==> config.mk <==
export PLATFORM = sky130hd
export DESIGN_NAME = reset_source_control
export DESIGN_NICKNAME = d
export VERILOG_FILES = /design/src/core/reset_source_pkg.sv /design/src/core/reset_source_control.sv
export SDC_FILE = /design/constraint.sdc
export NUM_CORES = 1
export LEC_CHECK = 0
export BUFFER_PORTS_ARGS = -buffer_cell sky130_fd_sc_hd__clkbuf_2
export CAP_MARGIN = 30
export CELL_PAD_IN_SITES_DETAIL_PLACEMENT = 1
export CELL_PAD_IN_SITES_GLOBAL_PLACEMENT = 2
export CORE_MARGIN = 2
export CORE_UTILIZATION = 28
export CTS_BUF_LIST = sky130_fd_sc_hd__clkbuf_4 sky130_fd_sc_hd__clkbuf_8
export DETAILED_ROUTE_END_ITERATION = 8
export PLACE_DENSITY_LB_ADDON = 0.05
export SLEW_MARGIN = 10
export SYNTH_ARGS = -nofsm -noshare
export SYNTH_HDL_FRONTEND = slang
export SYNTH_SLANG_ARGS = --single-unit
==> constraint.sdc <==
create_clock -name clk -period 2.05 [get_ports clk]
set_input_delay 0.205 -clock clk [delete_from_list [all_inputs] [get_ports clk]]
set_output_delay 0.205 -clock clk [all_outputs]
set_load 0.005 [all_outputs]
==> src/core/reset_source_pkg.sv <==
// Purpose: Shared constants, register map and state types of the reset source controller.
// Assumes: 100 MHz clk; AXI4-Lite register access with 32-bit data.
// Notes:   The all-zero state word is the reset state of the controller.
package reset_source_pkg;

  // Least reset low time, in cycles of clk
  localparam int unsigned MIN_LOW_CYCLES = 20;
  localparam int unsigned CNT_W          = 8;

  // Register byte offsets
  localparam logic [31:0] CTRL_OFFSET   = 32'h0000_0000;
  localparam logic [31:0] STATUS_OFFSET = 32'h0000_0004;

  // Control register fields
  localparam int unsigned CTRL_WDT_EN_BIT     = 0;
  localparam int unsigned CTRL_WDT_MANUAL_BIT = 1;
  localparam int unsigned CTRL_FREQ_LSB       = 8;
  localparam int unsigned FREQ_W              = 8;
  localparam logic [FREQ_W-1:0] FREQ_RESET    = 8'h00;

  // Status register fields
  localparam int unsigned STAT_CAUSE_LSB    = 0;
  localparam int unsigned CAUSE_W           = 4;
  localparam int unsigned CAUSE_PIN_BIT     = 0;
  localparam int unsigned CAUSE_DEBUG_BIT   = 1;
  localparam int unsigned CAUSE_WDT_POR_BIT = 2;
  localparam int unsigned CAUSE_WDT_MAN_BIT = 3;
  localparam int unsigned STAT_POR_BIT      = 8;
  localparam int unsigned STAT_MAN_BIT      = 9;
  localparam int unsigned STAT_DEFER_BIT    = 10;

  localparam logic [1:0] RESP_OKAY   = 2'h0;
  localparam logic [1:0] RESP_SLVERR = 2'h2;

  // Power-on hold comes first so that an all-zero word is the reset state
  typedef enum logic [2:0] {POR_HOLD_ST, POR_EXC_ST, RUN_ST, MAN_HOLD_ST, MAN_EXC_ST} seq_state_t;
  typedef enum logic [1:0] {SRC_PIN, SRC_DEBUG, SRC_WDT} por_src_t;

  typedef struct packed {
    logic                 pin_meta;
    logic                 pin_sync;
    seq_state_t           state;
    por_src_t             src;
    logic [CNT_W-1:0]     cnt;
    logic                 negate_seen;
    logic                 wdt_en;
    logic                 wdt_manual;
    logic [FREQ_W-1:0]    freq;
    logic [CAUSE_W-1:0]   cause;
    logic                 aw_got;
    logic                 w_got;
    logic [31:0]          awaddr;
    logic [31:0]          wdata;
    logic [3:0]           wstrb;
    logic                 bvalid;
    logic [1:0]           bresp;
    logic                 rvalid;
    logic [31:0]          rdata;
    logic [1:0]           rresp;
  } ctrl_state_t;

endpackage

==> src/core/reset_source_control.sv <==
// Purpose: Sequences power-on and manual reset entry and exit from pin, debug and watchdog sources.
// Assumes: Inputs synchronous to clk except the reset pin, which is synchronised here.
// Notes:   Registers on AXI4-Lite; watchdog and debug port internals live elsewhere.
//
// How it works
// - Pin low holds power-on reset state
// - Exception starts after minimum low, then high
// - Debug assert enters power-on reset state
// - Watchdog power-on reset keeps its settings
// - Watchdog manual mode enters manual reset
// - Manual exception deferred while bus released
// - Manual reset clears processor and bank only
//
// Implementation choices: the placing of the registers and the AXI4-Lite slave port.
module reset_source_control #(
  parameter int unsigned MIN_LOW = reset_source_pkg::MIN_LOW_CYCLES
) (
  input  wire logic                              clk,                      // 100 MHz clock
  input  wire logic                              resetn,                   // Synchronous reset, active low
  input  wire logic                              power_on_reset_n,         // Reset pin, active low
  input  wire logic                              dbg_reset_assert,         // Debug reset assert command pulse
  input  wire logic                              dbg_reset_negate,         // Debug reset negate command pulse
  input  wire logic                              wdt_overflow,             // Watchdog counter overflow pulse
  input  wire logic                              bus_released,             // Processor has released the bus
  input  wire logic                              dma_burst_active,         // DMA burst transfer running
  output logic                                   periph_reset_n,           // Peripheral register reset
  output logic                                   cpu_reset_n,              // Processor reset
  output logic                                   retained_reset_n,         // Reset of watchdog and clock settings
  output logic                                   bank_number_clear,        // Clears the register bank number bit
  output logic                                   por_exception_start,      // Power-on exception start pulse
  output logic                                   manual_exception_start,   // Manual exception start pulse
  output logic                                   watchdog_overflow_out_n,  // Watchdog reset in progress
  output logic [reset_source_pkg::FREQ_W-1:0]    clock_frequency_control,  // Clock frequency setting
  input  wire logic [31:0]                       awaddr,                   // Write address
  input  wire logic                              awvalid,                  // Write address valid
  output logic                                   awready,                  // Write address ready
  input  wire logic [31:0]                       wdata,                    // Write data
  input  wire logic [3:0]                        wstrb,                    // Write byte strobes
  input  wire logic                              wvalid,                   // Write data valid
  output logic                                   wready,                   // Write data ready
  output logic [1:0]                             bresp,                    // Write response
  output logic                                   bvalid,                   // Write response valid
  input  wire logic                              bready,                   // Write response ready
  input  wire logic [31:0]                       araddr,                   // Read address
  input  wire logic                              arvalid,                  // Read address valid
  output logic                                   arready,                  // Read address ready
  output logic [31:0]                            rdata,                    // Read data
  output logic [1:0]                             rresp,                    // Read response
  output logic                                   rvalid,                   // Read data valid
  input  wire logic                              rready                    // Read data ready
);

  localparam logic [reset_source_pkg::CNT_W-1:0] MIN_CNT = reset_source_pkg::CNT_W'(MIN_LOW);

  reset_source_pkg::ctrl_state_t st_ff;
  reset_source_pkg::ctrl_state_t nxt_st;

  logic in_por;
  logic in_man;
  logic bus_busy;
  logic hold_low;

  assign in_por   = (st_ff.state == reset_source_pkg::POR_HOLD_ST);
  assign in_man   = (st_ff.state == reset_source_pkg::MAN_HOLD_ST);
  assign bus_busy = bus_released || dma_burst_active;

  assign awready = !st_ff.aw_got && !st_ff.bvalid;
  assign wready  = !st_ff.w_got && !st_ff.bvalid;
  assign arready = !st_ff.rvalid;
  assign bvalid  = st_ff.bvalid;
  assign bresp   = st_ff.bresp;
  assign rvalid  = st_ff.rvalid;
  assign rdata   = st_ff.rdata;
  assign rresp   = st_ff.rresp;

  assign periph_reset_n          = !in_por;
  assign cpu_reset_n             = !(in_por || in_man);
  assign retained_reset_n        = !(in_por && st_ff.src != reset_source_pkg::SRC_WDT);
  assign bank_number_clear       = in_man;
  assign por_exception_start     = (st_ff.state == reset_source_pkg::POR_EXC_ST);
  assign manual_exception_start  = (st_ff.state == reset_source_pkg::MAN_EXC_ST);
  assign watchdog_overflow_out_n = !((in_por && st_ff.src == reset_source_pkg::SRC_WDT) || in_man);
  assign clock_frequency_control = st_ff.freq;

  always_comb begin
    nxt_st = st_ff;
    hold_low = 1'b0;

    // Two-stage synchroniser on the reset pin
    nxt_st.pin_meta = power_on_reset_n;
    nxt_st.pin_sync = st_ff.pin_meta;

    // Register write, taken once both address and data are held
    if (st_ff.bvalid && bready) begin
      nxt_st.bvalid = 1'b0;
    end
    if (awvalid && awready) begin
      nxt_st.aw_got = 1'b1;
      nxt_st.awaddr = awaddr;
    end
    if (wvalid && wready) begin
      nxt_st.w_got = 1'b1;
      nxt_st.wdata = wdata;
      nxt_st.wstrb = wstrb;
    end
    if (st_ff.aw_got && st_ff.w_got) begin
      nxt_st.aw_got = 1'b0;
      nxt_st.w_got  = 1'b0;
      nxt_st.bvalid = 1'b1;
      nxt_st.bresp  = reset_source_pkg::RESP_OKAY;
      if (st_ff.awaddr == reset_source_pkg::CTRL_OFFSET) begin
        if (st_ff.wstrb[0]) begin
          nxt_st.wdt_en     = st_ff.wdata[reset_source_pkg::CTRL_WDT_EN_BIT];
          nxt_st.wdt_manual = st_ff.wdata[reset_source_pkg::CTRL_WDT_MANUAL_BIT];
        end
        if (st_ff.wstrb[1]) begin
          nxt_st.freq = st_ff.wdata[reset_source_pkg::CTRL_FREQ_LSB +: reset_source_pkg::FREQ_W];
        end
      end else if (st_ff.awaddr == reset_source_pkg::STATUS_OFFSET) begin
        // Write one to clear a cause bit
        if (st_ff.wstrb[0]) begin
          nxt_st.cause = st_ff.cause &
                         ~st_ff.wdata[reset_source_pkg::STAT_CAUSE_LSB +: reset_source_pkg::CAUSE_W];
        end
      end else begin
        nxt_st.bresp = reset_source_pkg::RESP_SLVERR;
      end
    end

    // Register read
    if (st_ff.rvalid && rready) begin
      nxt_st.rvalid = 1'b0;
    end
    if (arvalid && arready) begin
      nxt_st.rvalid = 1'b1;
      nxt_st.rdata  = 32'h0000_0000;
      nxt_st.rresp  = reset_source_pkg::RESP_OKAY;
      if (araddr == reset_source_pkg::CTRL_OFFSET) begin
        nxt_st.rdata[reset_source_pkg::CTRL_WDT_EN_BIT]     = st_ff.wdt_en;
        nxt_st.rdata[reset_source_pkg::CTRL_WDT_MANUAL_BIT] = st_ff.wdt_manual;
        nxt_st.rdata[reset_source_pkg::CTRL_FREQ_LSB +: reset_source_pkg::FREQ_W] = st_ff.freq;
      end else if (araddr == reset_source_pkg::STATUS_OFFSET) begin
        nxt_st.rdata[reset_source_pkg::STAT_CAUSE_LSB +: reset_source_pkg::CAUSE_W] = st_ff.cause;
        nxt_st.rdata[reset_source_pkg::STAT_POR_BIT]   = in_por;
        nxt_st.rdata[reset_source_pkg::STAT_MAN_BIT]   = in_man;
        nxt_st.rdata[reset_source_pkg::STAT_DEFER_BIT] = in_man && bus_busy;
      end else begin
        nxt_st.rresp = reset_source_pkg::RESP_SLVERR;
      end
    end

    // Reset sequencer
    case (st_ff.state)
      reset_source_pkg::RUN_ST: begin
        if (wdt_overflow && st_ff.wdt_en) begin
          if (st_ff.wdt_manual) begin
            nxt_st.state = reset_source_pkg::MAN_HOLD_ST;
            nxt_st.cause[reset_source_pkg::CAUSE_WDT_MAN_BIT] = 1'b1;
          end else begin
            nxt_st.state = reset_source_pkg::POR_HOLD_ST;
            nxt_st.src   = reset_source_pkg::SRC_WDT;
            nxt_st.cnt   = '0;
            nxt_st.cause[reset_source_pkg::CAUSE_WDT_POR_BIT] = 1'b1;
          end
        end
      end
      reset_source_pkg::POR_HOLD_ST: begin
        if (st_ff.src == reset_source_pkg::SRC_PIN) begin
          hold_low = !st_ff.pin_sync;
        end else if (st_ff.src == reset_source_pkg::SRC_DEBUG) begin
          hold_low = !st_ff.negate_seen;
        end
        if (st_ff.cnt < MIN_CNT) begin
          nxt_st.cnt = st_ff.cnt + 1'b1;
        end
        // A pin pulse shorter than the minimum does not release reset
        if (st_ff.src == reset_source_pkg::SRC_PIN && !hold_low && st_ff.cnt < MIN_CNT) begin
          nxt_st.cnt = '0;
        end
        if (!hold_low && st_ff.cnt >= MIN_CNT) begin
          nxt_st.state = reset_source_pkg::POR_EXC_ST;
        end
      end
      reset_source_pkg::POR_EXC_ST: begin
        nxt_st.state = reset_source_pkg::RUN_ST;
      end
      reset_source_pkg::MAN_HOLD_ST: begin
        if (!bus_busy) begin
          nxt_st.state = reset_source_pkg::MAN_EXC_ST;
        end
      end
      default: begin
        nxt_st.state = reset_source_pkg::RUN_ST;
      end
    endcase

    if (dbg_reset_negate && st_ff.src == reset_source_pkg::SRC_DEBUG) begin
      nxt_st.negate_seen = 1'b1;
    end

    // Debug assert outranks the watchdog; the pin outranks both
    if (dbg_reset_assert && st_ff.pin_sync) begin
      nxt_st.state       = reset_source_pkg::POR_HOLD_ST;
      nxt_st.src         = reset_source_pkg::SRC_DEBUG;
      nxt_st.cnt         = '0;
      nxt_st.negate_seen = 1'b0;
      nxt_st.cause[reset_source_pkg::CAUSE_DEBUG_BIT] = 1'b1;
    end
    if (!st_ff.pin_sync) begin
      if (!(in_por && st_ff.src == reset_source_pkg::SRC_PIN)) begin
        nxt_st.cnt = '0;
        nxt_st.cause[reset_source_pkg::CAUSE_PIN_BIT] = 1'b1;
      end
      nxt_st.state = reset_source_pkg::POR_HOLD_ST;
      nxt_st.src   = reset_source_pkg::SRC_PIN;
    end

    // Pin and debug resets clear the settings a watchdog reset keeps
    if (nxt_st.state == reset_source_pkg::POR_HOLD_ST && nxt_st.src != reset_source_pkg::SRC_WDT) begin
      nxt_st.wdt_en     = 1'b0;
      nxt_st.wdt_manual = 1'b0;
      nxt_st.freq       = reset_source_pkg::FREQ_RESET;
    end
  end

  // All-zero word: power-on hold from the pin, settings cleared
  always_ff @(posedge clk) begin
    if (!resetn) begin
      st_ff <= '0;
    end else begin
      st_ff <= nxt_st;
    end
  end

  pin_sync_a: assert property (@(posedge clk) disable iff (!resetn)
    !power_on_reset_n [*3] |=> !periph_reset_n)
    else $error("Reset pin low three cycles without peripheral reset");

  pin_hold_a: assert property (@(posedge clk) disable iff (!resetn)
    (in_por && !st_ff.pin_sync) |=> (in_por && st_ff.src == reset_source_pkg::SRC_PIN))
    else $error("Power-on reset left while pin still low");

  min_low_a: assert property (@(posedge clk) disable iff (!resetn)
    $rose(por_exception_start) |-> $past(st_ff.cnt) >= MIN_CNT && $past(in_por))
    else $error("Power-on exception before minimum low time");

  exc_once_a: assert property (@(posedge clk) disable iff (!resetn)
    por_exception_start |=> !por_exception_start && (!periph_reset_n || !$past(st_ff.pin_sync) || cpu_reset_n))
    else $error("Power-on exception start not a single pulse");

  debug_entry_a: assert property (@(posedge clk) disable iff (!resetn)
    (dbg_reset_assert && st_ff.pin_sync) |=>
      (!periph_reset_n && !retained_reset_n && st_ff.src == reset_source_pkg::SRC_DEBUG))
    else $error("Debug assert did not enter power-on reset");

  wdt_por_a: assert property (@(posedge clk) disable iff (!resetn)
    (st_ff.state == reset_source_pkg::RUN_ST && wdt_overflow && st_ff.wdt_en && !st_ff.wdt_manual
     && !dbg_reset_assert && st_ff.pin_sync) |=>
      (!periph_reset_n && retained_reset_n && $stable(clock_frequency_control) && st_ff.wdt_en))
    else $error("Watchdog power-on reset lost its settings");

  wdt_man_a: assert property (@(posedge clk) disable iff (!resetn)
    (st_ff.state == reset_source_pkg::RUN_ST && wdt_overflow && st_ff.wdt_en && st_ff.wdt_manual
     && !dbg_reset_assert && st_ff.pin_sync) |=> in_man ##1 (in_man || manual_exception_start || in_por))
    else $error("Watchdog manual reset not entered");

  man_defer_a: assert property (@(posedge clk) disable iff (!resetn)
    manual_exception_start |-> $past(in_man) && !$past(bus_busy))
    else $error("Manual exception started while bus released");

  man_scope_a: assert property (@(posedge clk) disable iff (!resetn)
    in_man |-> (periph_reset_n && retained_reset_n && !cpu_reset_n && bank_number_clear))
    else $error("Manual reset touched more than processor and bank bit");

  pin_clear_a: assert property (@(posedge clk) disable iff (!resetn)
    (!st_ff.pin_sync && !in_por) |=>
      (!periph_reset_n && !retained_reset_n && clock_frequency_control == reset_source_pkg::FREQ_RESET))
    else $error("Pin reset did not clear the settings");

  pin_low_a: assert property (@(posedge clk) disable iff (!resetn)
    (in_por && st_ff.src == reset_source_pkg::SRC_PIN && !st_ff.pin_sync) |=> !por_exception_start)
    else $error("Power-on exception while the pin is low");

  debug_wait_a: assert property (@(posedge clk) disable iff (!resetn)
    (in_por && st_ff.src == reset_source_pkg::SRC_DEBUG && !st_ff.negate_seen) |=> !por_exception_start)
    else $error("Debug reset released before negate");

  man_once_a: assert property (@(posedge clk) disable iff (!resetn)
    manual_exception_start |=> (!manual_exception_start && !in_man))
    else $error("Manual exception start not a single pulse");

  wdt_flag_a: assert property (@(posedge clk) disable iff (!resetn)
    (st_ff.state == reset_source_pkg::RUN_ST && wdt_overflow && st_ff.wdt_en
     && !dbg_reset_assert && st_ff.pin_sync) |=> !watchdog_overflow_out_n)
    else $error("Watchdog reset not flagged on the overflow output");

endmodule

---- After elaboration in Yosys (flattened, before gate mapping) ----
Index checks and enable logic that the tools add are counted.
cells by class
  add/sub/neg operators ................... 1
  order comparisons ....................... 2
  equal/unequal tests ..................... 11
  muxes and demuxes ....................... 44
  bitwise logic cells ..................... 3
  reduce and logical (&&, ||, !) cells .... 49
operators with widths
  kind                                                        number
  == test 32 x 3 -> 1 bit, second input constant              2
  zero test 32 bit                                            2
  2-to-1 mux 35 bit                                           1
  2-to-1 mux 13 bit                                           2
  2-to-1 mux 8 bit                                            3
  2-to-1 mux 2 bit                                            10
  logical AND 1 bit                                           19
  2-to-1 mux 4 bit                                            4
  case mux 8 bit (2 select lines)                             1
  2-to-1 mux 3 bit                                            5
  2-to-1 mux 14 bit                                           1
  2-to-1 mux 1 bit                                            13
  zero test 1 bit                                             11
  2-to-1 mux 10 bit                                           1
  nonzero test 2 bit                                          5
  case mux 3 bit (3 select lines)                             1
  adder 8 x 1 -> 8 bit, second input constant                 1
  >= comparator 8 x 5 -> 1 bit, second input constant         1
  less-than comparator 8 x 5 -> 1 bit, second input constant  1
  == test 3 x 2 -> 1 bit, second input constant               2
  zero test 3 bit                                             2
  2-to-1 mux 6 bit                                            1
  AND reduction 3 bit                                         2
  OR reduction 2 bit                                          3
  other kinds (13)                                            16
word-level totals
  flip-flop bits (word level) ............. 100
  bits of input ports ..................... 113
  output and inout bits ................... 56
  word-level logic and storage cells ...... 131

---- Logic depth before layout (Yosys ltp) ----
Gate-level depths: netlist (run 1).
  depth in word-level cells ............... 15
  depth in mapped cells ................... 7

---- Worst setup path before layout (run 1) ----
OpenSTA, ideal clock, no wires.
  path type ............................... register to register
  start ................................... register st_ff[95] in the netlist's numbering
  end ..................................... register st_ff, in the netlist clock_frequency_control[0]
  library setup time ...................... 0.131 ns
  data arrival time ....................... 1.574 ns
  required time ........................... 1.919 ns
  setup slack ............................. 0.344 ns
  cell stages (with the launch flop) ...... 7
  path buffers ............................ 1
  clock period less this slack ............ 1.706 ns
  cell sequence ........................... dfxtp_1 nor4_2 nand4_1 or4_4 buf_6 mux2i_1 nor2_1
on the way
  word-level cells in the longest chain between the ends .. 2
RTL lines
  item                                  line                         text
  start, declared                       reset_source_control.sv:55   reset_source_pkg::ctrl_state_t st_ff;
  start signal, assigned                reset_source_control.sv:231  st_ff <= nxt_st;
  zero test 32 bit                      reset_source_control.sv:111  if (st_ff.awaddr == reset_source_pkg::CTRL_OFFSET) begin
  AND reduction 3 bit (no source line)  n/a
No other way between the ends.
A chain may end at the register's enable or synchronous reset.

---- Worst setup path after layout (run 1) ----
  start ................................... register st_ff[134] in the netlist's numbering
  end ..................................... register st_ff, in the netlist clock_frequency_control[3]
on the way
  word-level cells in the longest chain between the ends .. 7
  elaborated cells between the ends (all ways) .. 14
  those cells by class .................... 3 x eq/ne; 7 x mux; 4 x reduce/logical
RTL lines
  item                                                                 line                         text
  == test 3 x 2 -> 1 bit (tied with other cells)                       reset_source_control.sv:153  case (st_ff.state)
  case mux 3 bit (3 select lines) or 2-to-1 mux 2 bit (tied branches)  reset_source_control.sv:153
  2-to-1 mux 14 bit *                                                  reset_source_control.sv:202  if (dbg_reset_assert && st_ff.pin_sync) begin
  2-to-1 mux 13 bit *                                                  reset_source_control.sv:209  if (!st_ff.pin_sync) begin
  zero test 3 bit or inequality test 2 bit (tied branches)             reset_source_control.sv:219  if (nxt_st.state == reset_source_pkg::POR_HOLD_ST && nxt_st.src != reset_source_pkg::SRC_WDT) begin
  logical AND 1 bit *                                                  reset_source_control.sv:219
  OR reduction 2 bit (no source line) *                                n/a
Mark *: on every way between the ends. The rest lies on a longest branch, timed or not.

==> metrics.md, run 1 <==
| Metric | Value |
|---|---|
| Clock power frac | 36.0% |
| Clk_skew | 0.0111 ns |
| Nets@finish | 711 |
| ANT cells | 0 |
| DRC | 0 |
| Hold Vio Cnt, Final | 0 |
| First-pass GRT wire length | 18400 µm |
| Die height | 127 µm |
| Pin count of the biggest net entering global routing | 45 |
| CTS H-tree lvls | 3 |
| Placer congestion estimate | 0.707 |
| Final Slew Violations | 0 |
| Area growth, synth to finish | 19.8% |
| Status | finished clean |
| Register Area | 1880 µm² |
| IO buf count | 124 |
| Fillers | 1790 |
| CTS tree | built |
| Synthesized area per cell | 8.55 µm² |
| # Max-Cap Violations | 0 |
| Fin Hold WS | 0.0364 ns |
| Worst-path fanout max | 10 |
| Sink Count | 94 |
| Yosys warnings | 0 |
| Synth area leaders | dfxtp_1 45%, nand2_1 9.6%, a21boi_0 9.1%, buf_4 7.8%, nor2_1 2.4% |
| Initial antenna violation count | 0 |
| FMAX | 533 MHz |
| Worst skew pair latency | 0.37 ns |
| Core region area | 14600 µm² |
| Inserted Clock Buffers | 9 |
| Met2 GRT Util | 24.2% |
| Post-synth EDFFs | 0 |
| Sequential fraction of the synthesis area | 44.5% |
| PwrDens | 724 nW/µm² |
| Critical Setup Path Class | reg -> reg |
| Unrepaired setup endpoints after global routing | false |
| 1st-pass router iterations | 4 |
| Primary FF master, synth | dfxtp_1 |
| P_int | 2.74 mW |
| Area taken by multi-input logic gates | 1960 µm² |
| Worst setup SP type | register |
| Sequential power share | 53.2% |
| Layout cell share with drive strength beyond 1 | 28.0% |
| Pleak | 2.19 nW |
| WP data required | 2.36 ns |
| Syn Std Cell Area | 4230 µm² |
| Die Area | 16100 µm² |
| Total GRT Usage | 14.3% |
| M3 GR Usage | 3.16% |
| GRT Max-Usage Layer | met2 |
| Remaining Overflow, GRT | 0 |
| Initial Utilization | 28.9% |
| Drt total wl | 11300 µm |
| Worst Hold Class | in -> reg |
| Number of global-route vias before repair | 3703 |
| Root Buffer | clkbuf_8 |
| CTS clock-pin slew for the worst setup and hold paths | 0.09 ns |
| Sw Share | 25.3% |
| # IOs | 169 |
| Setup TNS | 0 ns |
| Die X | 127 µm |
| Syn Inst Count | 494 |
| M1 GR Usage | 17.7% |
| Max-slew headroom | 64.2% |
| FFs w/ async S/R, synth | 0% |
| CTS Hold Buffers Added | 0 |
| Post-DRT Antenna Nets | 0 |
| Crit path arrival time | 2.18 ns |
| Largest area contributor in the netlist | dfxtp_1 |
| Library cells used by synthesis | 47 |
| CTS Buffer Depth | 2 |
| Final setup viols | 0 |
| Crit share post-route | 91.5% |
| Register bit count reported by yosys | 94 |
| Vias/cell | 4.67 |
| Routed wire length per instance | 14.4 µm |
| Row Count | 44 |
| Gate power share | 10.8% |
| Critical Path End Type | register |
| Detailed Place HPWL | 8530 µm |
| Via count | 3664 |
| Period minus WS final | 1.88 ns |
| Top cell type's share of synthesized area | 44.5% |
| Actual slew at the worst max-slew pin | 0.536 ns |
| Drt initial violations | 104 |
| Peak VDD IR | 272 µV |
| Switching power | 0.930 mW |
## through the flow
stage | instances | util (%) | setup WS (ns) | power [mW] | cell area [µm²]
finish | 785 | 34.6 | 0.174 | 3.67 | 5060
global route | 785 | 34.6 | 0.00611 | 3.89 | 5060
CTS | 785 | 34.4 | 0.0406 | 3.75 | 5040
detailed placement | 769 | 33.0 | 0.0612 | 2.40 | 4830
global placement | 769 | 33.0 | 0.0845 | 2.39 | 4830
floorplan | 515 | - | 0.344 | 2.24 | 4300
## registers in the layout, indices dropped and copies added (netlist names)
signal                   cells
clock_frequency_control      8
st_ff                       69
rresp                        1
bresp                        1
bvalid                       1
rvalid                       1
rdata                       12
nxt_st                       1
## critical path: stages, from the launching register on
cell and delay (ns):
dfxtp_1 0.55, nor4bb_1 0.44, nand3_1 0.25, o311ai_2 0.19, a31oi_4 0.22, nor2_1 0.15
## timing repair
action	4_1_cts	5_1_grt
setup endpoints to repair	0	12
buffers inserted	0	0
endpoints found under the hold margin	0	0
resized for setup	0	3
## placed cells by master, fill, tap and decap left out, drive strengths merged, types with 2 or more instances in the layout
cell    Yosys  layout
a32oi       8       8
nor3        6       6
and2        7       7
a21oi       7       7
a21boi     51      51
a311oi      2       2
nor2       27      27
nor4       16      16
o21a        2       2
mux2        4       4
buf        47      15
inv        14      14
nor2b      14      14
mux2i      10      10
nor3b       2       2
a31oi       8       8
nand3       2       2
dfxtp      94      94
a211oi      3       3
clkbuf     22     137
conb        1      22
nand3b      3       3
ha          2       2
and3        3       3
nand2b      5       5
nand4       4       4
nand2     108     108
a22oi       4       4
o21ai       8       8
## cells by family (layout without fill, tap and decap cells)
group / count (synthesis) / in the layout / share of synthesized area (%)
compound gates: 99 / 99 / 17.1
fa+ha+maj: 2 / 2 / 0.592
buf+inv: 83 / 169 / 11.5
flops: 94 / 94 / 44.5
mux: 14 / 14 / 3.44
other cells: 1 / 22 / 0.0888
simple gates: 201 / 201 / 22.7
## power groups by stage
stage	Combinational, mW	Clock [mW]	Sequential (mW)
floorplan	0.257	0	1.98
global placement	0.395	0	1.99
detailed placement	0.406	0	2.00
CTS	0.407	1.39	1.95
global route	0.456	1.47	1.96
finish	0.395	1.32	1.95
## layout make-up
type,instances,area share (%)
clock buffer,13,3.29
clock inverter,3,0.840
inverter,14,1.04
multi-input combinational,338,38.6
sequential,94,37.2
tap,184,4.55
timing repair buffer,139,14.5
## cell usage after synthesis, types with 2 or more instances
cell type  number
nor2_1         27
nor2b_1        14
clkbuf_1       21
buf_4          44
a211oi_1        3
nand3_1         2
mux2_2          4
a32oi_1         8
a21oi_1         7
ha_1            2
a22oi_1         4
nand2b_1        5
nor3b_1         2
nand3b_1        3
a311oi_1        2
nand2_1       108
and2_1          6
a21boi_0       51
dfxtp_1        94
mux2i_1        10
inv_1          14
o21a_1          2
and3_1          3
nor4_2          3
a31oi_1         7
nor4_1         13
o21ai_0         7
nor3_1          5
buf_2           2
nand4_1         4
## path summary, 6_finish.rpt
kind / start / endpoint / slack (ns) / cells after the start
worst max-delay path: st_ff[134]$_SDFF_PN0_ / clock_frequency_control[3]$_SDFFE_PP0P_ / 0.17 / 5
worst min-delay path: power_on_reset_n / nxt_st[136]$_SDFF_PN0_ / 0.04 / 2
worst max register to register: st_ff[134]$_SDFF_PN0_ / clock_frequency_control[3]$_SDFFE_PP0P_ / 0.17 / 5
worst min register to register: st_ff[130]$_SDFF_PN0_ / st_ff[130]$_SDFF_PN0_ / 0.43 / 2
## per-layer routing
metal	up-vias	routed length, µm
met4	0	177
met3	13	593
met2	103	5330
li1	1818	-
met5	-	0
met1	1730	5180
(Power assumes the default switching activity.)
==> run 2, diff against run 1 <==
Settings changed: CAP_MARGIN 30 to not set, CELL_PAD_IN_SITES_DETAIL_PLACEMENT 1 to 0, CELL_PAD_IN_SITES_GLOBAL_PLACEMENT 2 to 1, CORE_UTILIZATION 28 to 36, MAX_ROUTING_LAYER set to met4.
==> metrics.md, run 2 (same netlist as run 1, synthesis figures left out) <==
| Metric | Value |
|---|---|
| Drt initial violations | 75 |
| Worst-path fanout max | 4 |
| Row Count | 39 |
| Period minus WS final | 1.93 ns |
| First-pass GRT wire length | 16200 µm |
| Detailed-routed wire length on met3 | 622 µm |
| CTS Buffer Depth | 2 |
| Die X | 112 µm |
| Root Buffer | clkbuf_8 |
| Internal reg-to-reg setup slack | 0.12 ns |
| Fillers | 1205 |
| Nets@finish | 711 |
| Non-filler instance count after layout | 744 |
| Vias/cell | 4.76 |
| CTS tree | built |
| Via count | 3539 |
| Layout cell share with drive strength beyond 1 | 27.8% |
| Pin count of the biggest net entering global routing | 38 |
| Gate power share | 10.2% |
| Sw Share | 23.7% |
| Status | finished clean |
| Die height | 112 µm |
| Sink of the worst hold path | st_ff[135]$_SDFF_PN0_ |
| ANT cells | 0 |
| DRC | 0 |
| Pleak | 2.20 nW |
| CTS H-tree lvls | 3 |
| CTS clock-pin slew for the worst setup and hold paths | 0.09 ns |
| Unrepaired setup endpoints after global routing | false |
| Worst Hold Class | in -> reg |
| Clock power frac | 38.1% |
| Critical Setup Path Class | reg -> reg |
| Die Area | 12600 µm² |
| Final Slew Violations | 0 |
| Most common cell after layout, fill and taps aside | clkbuf_2 |
| Max reg flops | 69 |
| RR Endpoint | st_ff[108]$_SDFF_PN0_ |
| R2R depth | 7 |
| Crit share post-route | 94.0% |
| Actual slew at the worst max-slew pin | 0.605 ns |
| # IOs | 169 |
| Routed wire length per instance | 13.5 µm |
| CTS Hold Buffers Added | 0 |
| PwrDens | 751 nW/µm² |
| Post-DRT Antenna Nets | 0 |
| Final setup viols | 0 |
| IO buf count | 124 |
| Top sig layer | met4 |
| Setup TNS | 0 ns |
| Area growth, synth to finish | 18.9% |
| Critical Path End Type | register |
| # Max-Cap Violations | 0 |
| Post-CTS Resized | 0 |
| Largest Register | st_ff |
| Sequential power share | 51.6% |
| Sink Count | 94 |
| Clk_skew | 0.00966 ns |
| Placer congestion estimate | 0.791 |
| DRT met1 WL | 4620 µm |
| Wire length on met2 | 4630 µm |
| Number of global-route vias before repair | 3365 |
| R2R Path Start | st_ff[85]$_SDFFE_PN0P_ |
| Commonest non-fill, non-tap cells in the layout | 124 x clkbuf_2, 108 x nand2_1, 94 x dfxtp_1 |
| Hold Path Cell Cnt | 2 |
| Placed cells | 728 |
| Core region area | 11400 µm² |
| Initial antenna violation count | 0 |
| Crit path arrival time | 2.19 ns |
| FMAX | 519 MHz |
| Max-slew headroom | 59.5% |
| 1st-pass router iterations | 5 |
| Total GRT Usage | 16.5% |
| Drt total wl | 10100 µm |
| Detailed Place HPWL | 7430 µm |
| Worst setup SP type | register |
| P_int | 2.88 mW |
| Switching power | 0.894 mW |
| Remaining Overflow, GRT | 0 |
| # Post-CTS Setup Buffers | 0 |
| HP Start | bus_released |
| Hold Vio Cnt, Final | 0 |
| Peak VDD IR | 372 µV |
| Inserted Clock Buffers | 9 |
| Initial Utilization | 37.0% |
| WP data required | 2.31 ns |
| Pwr Total | 3.77 mW |
| Worst skew pair latency | 0.36 ns |
==> run 2: changes by cell type in the layout (fill, tap and decap cells not counted) <==
cell,change
a31oi_2,+1
a31oi_4,-1
bufinv_16,+1
clkbuf_4,-1
clkbuf_8,+1
clkinvlp_4,-1
nor4_1,+1
nor4_2,-1
nor4bb_1,-1
nor4bb_2,+1
o311ai_1,+1
o311ai_2,-1
==> run 2: per-layer routing <==
| layer | vias to the layer above | global-route usage [%] |
|---|---|---|
| li1 | 1821 | - |
| met5 | - | - |
| met1 | 1590 | 19.7 |
| met2 | 114 | 27.1 |
| met4 | 0 | 6.42 |
| met3 | 14 | 3.62 |
==> run 2: area by class of cell <==
class	count	area (µm²)	area share, %
clock buffer	13	173	3.44
clock inverter	3	65.1	1.29
inverter	14	52.6	1.05
multi-input combinational	338	1940	38.6
sequential	94	1880	37.5
tap	143	179	3.56
timing repair buffer	139	733	14.6
==> run 2: worst max path at each step <==
stage,from,to,slack [ns],cells past startpoint
6_report,st_ff[85]$_SDFFE_PN0P_,st_ff[108]$_SDFF_PN0_,0.12,7
5_1_grt,st_ff[135]$_SDFF_PN0_,clock_frequency_control[6]$_SDFFE_PP0P_,0.01,5
4_1_cts,st_ff[85]$_SDFFE_PN0P_,st_ff[108]$_SDFF_PN0_,0.13,7
3_5_place_dp,st_ff[85]$_SDFFE_PN0P_,st_ff[108]$_SDFF_PN0_,0.13,7
3_3_place_gp,st_ff[79]$_SDFFE_PN0P_,clock_frequency_control[6]$_SDFFE_PP0P_,0.16,5
2_1_floorplan,st_ff[95]$_SDFFE_PN0P_,clock_frequency_control[0]$_SDFFE_PP0P_,0.34,6
==> run 2: per-stage QoR <==
step | area [µm²] | setup WS [ns] | util [%] | hold WS, ns
floorplan | 4300 | 0.344 | - | 0.277
global placement | 4780 | 0.161 | 41.9 | 0.416
detailed placement | 4780 | 0.126 | 41.9 | 0.408
CTS | 5020 | 0.126 | 44.0 | 0.000989
global route | 5020 | 0.0106 | 44.0 | 0.0417
finish | 5020 | 0.123 | 44.0 | 0.0288
==> run 2: power groups by stage <==
stage	Sequential, mW	Clock [mW]	Combinational, mW
global route	1.96	1.56	0.446
floorplan	1.98	0	0.257
CTS	1.95	1.50	0.397
finish	1.95	1.44	0.386
detailed placement	1.99	0	0.395
global placement	1.99	0	0.389
==> run 2: critical path, cell delays in order, from the launching register on <==
cell      delay (ns)
dfxtp_1         0.32
nor4_1          0.39
nand4_1         0.19
buf_4           0.19
nor4_1          0.29
buf_4           0.20
a21boi_0        0.08
o21a_1          0.17
==> run 3, diff against run 2 <==
Settings changed: ABC_AREA set to 1, CORE_UTILIZATION 36 to 35.
==> metrics.md, run 3 <==
| Metric | Value |
|---|---|
| CTS tree | built |
| Most common cell after layout, fill and taps aside | nor2_1 |
| Vias/cell | 4.29 |
| Post-synthesis simple-gate area fraction | 31.3% |
| Sink of the worst hold path | nxt_st[136]$_SDFF_PN0_ |
| Placer congestion estimate | 0.750 |
| Commonest non-fill, non-tap cells in the layout | 159 x nor2_1, 124 x clkbuf_2, 105 x nand2_1 |
| Nets@finish | 851 |
| Peak VDD IR | 266 µV |
| Max stage delay on crit path | 0.37 ns |
| Register bit count reported by yosys | 94 |
| CP cell instances | nor2_4, inv_2, nor2_4, inv_2, nand2_1, inv_1, clkbuf_2 |
| P_int | 2.69 mW |
| Die X | 117 µm |
| Unrepaired setup endpoints after global routing | false |
| Crit share post-route | 79.9% |
| Routed wire length per instance | 11.1 µm |
| Yosys warnings | 0 |
| Inserted Clock Buffers | 9 |
| Setup Slack @ Placement | 0.399 ns |
| Library cells used by synthesis | 36 |
| First-pass GRT wire length | 16300 µm |
| Main combinational cell family by area after synthesis | simple AND/OR/NAND/NOR gates |
| Synthesized area per cell | 6.96 µm² |
| Post-CTS Resized | 0 |
| Detailed Place HPWL | 7720 µm |
| 1st-pass router iterations | 4 |
| Worst-path fanout max | 6 |
| Clock power frac | 31.6% |
| Drt initial violations | 167 |
| Worst Hold Class | in -> reg |
| Remaining Overflow, GRT | 0 |
| PwrDens | 708 nW/µm² |
| Synth Area in XOR/XNOR | 0% |
| Clk_skew | 0.0116 ns |
| Pin count of the biggest net entering global routing | 52 |
| Final Slew Violations | 0 |
| Worst setup SP type | register |
| Critical Setup Path Class | reg -> out |
| Initial Utilization | 35.4% |
| Die Area | 13600 µm² |
| Gate power share | 13.4% |
| Drt total wl | 10100 µm |
| Setup TNS | 0 ns |
| CTS Buffer Depth | 2 |
| Syn Std Cell Area | 4430 µm² |
| Sink Count | 94 |
| Sequential fraction of the synthesis area | 42.4% |
| Finished Cell Area | 5150 µm² |
| Mux cell area share after synthesis | 0% |
| Critical Path End Type | output port |
| Max reg flops | 69 |
| Final setup viols | 0 |
| CTS H-tree lvls | 3 |
| Crit path arrival time | 1.43 ns |
| ANT cells | 0 |
| Fillers | 1422 |
| FFs w/ async S/R, synth | 0% |
| WP data required | 1.85 ns |
| Root Buffer | clkbuf_8 |
| Synth area leaders | dfxtp_1 42%, nor2_1 13%, nand2_1 8.9%, buf_4 7.6%, o21ai_0 6.2% |
| Sw Share | 26.3% |
| Cell Area, Placed | 4970 µm² |
| Row Count | 41 |
| Top cell type's share of synthesized area | 42.4% |
| Core region area | 12500 µm² |
| Synth Area in Compound Gates | 10.7% |
| Hold Path Cell Cnt | 3 |
| Crit-path slowest cell | dfxtp_1 |
| Period minus WS final | 1.64 ns |
| R2R Path Start | st_ff[98]$_SDFFE_PN0P_ |
| Status | finished clean |
| Primary FF master, synth | dfxtp_1 |
| Fin Hold WS | 0.0436 ns |
| Setup ws final | 0.413 ns |
| Post-DRT Antenna Nets | 0 |
| Sequential power share | 55.0% |
| R2R depth | 12 |
| Area growth, synth to finish | 16.3% |
| CTS Hold Buffers Added | 0 |
| Largest area contributor in the netlist | dfxtp_1 |
| Final core utilization | 41.2% |
| Initial antenna violation count | 0 |
| Switching power | 0.959 mW |
| Syn Inst Count | 637 |
| Max-slew headroom | 55.3% |
| Adder and majority gate portion of the synthesized area | 0.564% |
| Actual slew at the worst max-slew pin | 0.670 ns |
| Die height | 117 µm |
| Total GRT Usage | 15.5% |
| # IOs | 169 |
| IO buf count | 124 |
| Pleak | 2.56 nW |
| # Post-CTS Setup Buffers | 0 |
| RR Endpoint | clock_frequency_control[5]$_SDFFE_PP0P_ |
| Number of global-route vias before repair | 3397 |
| Most frequent cell after synthesis | nor2_1 |
| Largest Register | st_ff |
| Post-synth EDFFs | 0 |
| # Max-Cap Violations | 0 |
| DRC | 0 |
| CTS clock-pin slew for the worst setup and hold paths | 0.09 ns |
| Hold Vio Cnt, Final | 0 |
| Layout cell share with drive strength beyond 1 | 23.1% |
| HP Start | power_on_reset_n |
| Via count | 3915 |
| Synth cell count leaders | 159 x nor2_1, 105 x nand2_1, 94 x dfxtp_1 |
| FMAX | 611 MHz |
| Worst skew pair latency | 0.36 ns |
| Internal reg-to-reg setup slack | 0.42 ns |
[run 3: cell types whose count changed after synthesis, sizes merged, moves of 6 or more]
cell and delta:
a31oi -6, nor2b -14, a32oi -8, clkbuf -10
and2 -7, nand4 +8, nor4 -16, nand3 +28
a21boi -51, nor2 +139, mux2i -10, inv +49
a21oi +15, o21ai +48
[run 3: how the worst max path moves through the flow]
stage	startpoint	end	slack, ns	cells after the start
global route	st_ff[98]$_SDFFE_PN0P_	clock_frequency_control[2]$_SDFFE_PP0P_	0.09	12
global placement	st_ff[98]$_SDFFE_PN0P_	clock_frequency_control[5]$_SDFFE_PP0P_	0.42	12
finish	st_ff[133]$_SDFF_PN0_	cpu_reset_n	0.41	7
floorplan	st_ff[135]$_SDFF_PN0_	clock_frequency_control[0]$_SDFFE_PP0P_	0.74	11
detailed placement	st_ff[98]$_SDFFE_PN0P_	clock_frequency_control[5]$_SDFFE_PP0P_	0.40	12
CTS	st_ff[133]$_SDFF_PN0_	retained_reset_n	0.36	5
[run 3: worst max-delay path: cells and delay by family, from the launching register on]
family	cells	cell delay, ns
buffers and inverters	4	0.31
AND/OR/NAND/NOR	3	0.40
flip-flops	1	0.37
[run 3: area by class of cell]
| cell class | count | area [µm²] | share of cell area (%) |
|---|---|---|---|
| Clock inverter | 1 | 5.00 | 0.0971 |
| Sequential cell | 94 | 1880 | 36.5 |
| Clock buffer | 14 | 174 | 3.37 |
| Timing Repair Buffer | 130 | 666 | 12.9 |
| Inverter | 64 | 241 | 4.69 |
| Tap cell | 172 | 215 | 4.18 |
| Multi-Input combinational cell | 437 | 1970 | 38.2 |
[run 3: logic make-up after synthesis]
kind of cell / count (synthesis)
flops: 94
compound gates: 87
simple gates: 326
fa+ha+maj: 2
buf+inv: 127
other cells: 1
[run 3: power groups by stage]
stage | sequential (mW) | clock (mW) | combinational [mW]
global placement | 2.05 | 0 | 0.492
CTS | 2.01 | 1.20 | 0.499
detailed placement | 2.05 | 0 | 0.497
finish | 2.01 | 1.15 | 0.490
floorplan | 2.04 | 0 | 0.366
global route | 2.03 | 1.28 | 0.574
[run 3: metal layers]
layer  vias up  track usage, %  share of wire (%)
met5         -               -                  0
met2       113            22.7                 42
met1      1656            21.8                 51
li1       2136               -                  -
met4         0            4.47                1.2
met3        10            3.06                5.7
[run 3: through the flow]
stage          instances  power (mW)
2_1_floorplan        658        2.40
3_3_place_gp         897        2.54
3_5_place_dp         897        2.55
4_1_cts              912        3.71
5_1_grt              912        3.88
6_report             912        3.65
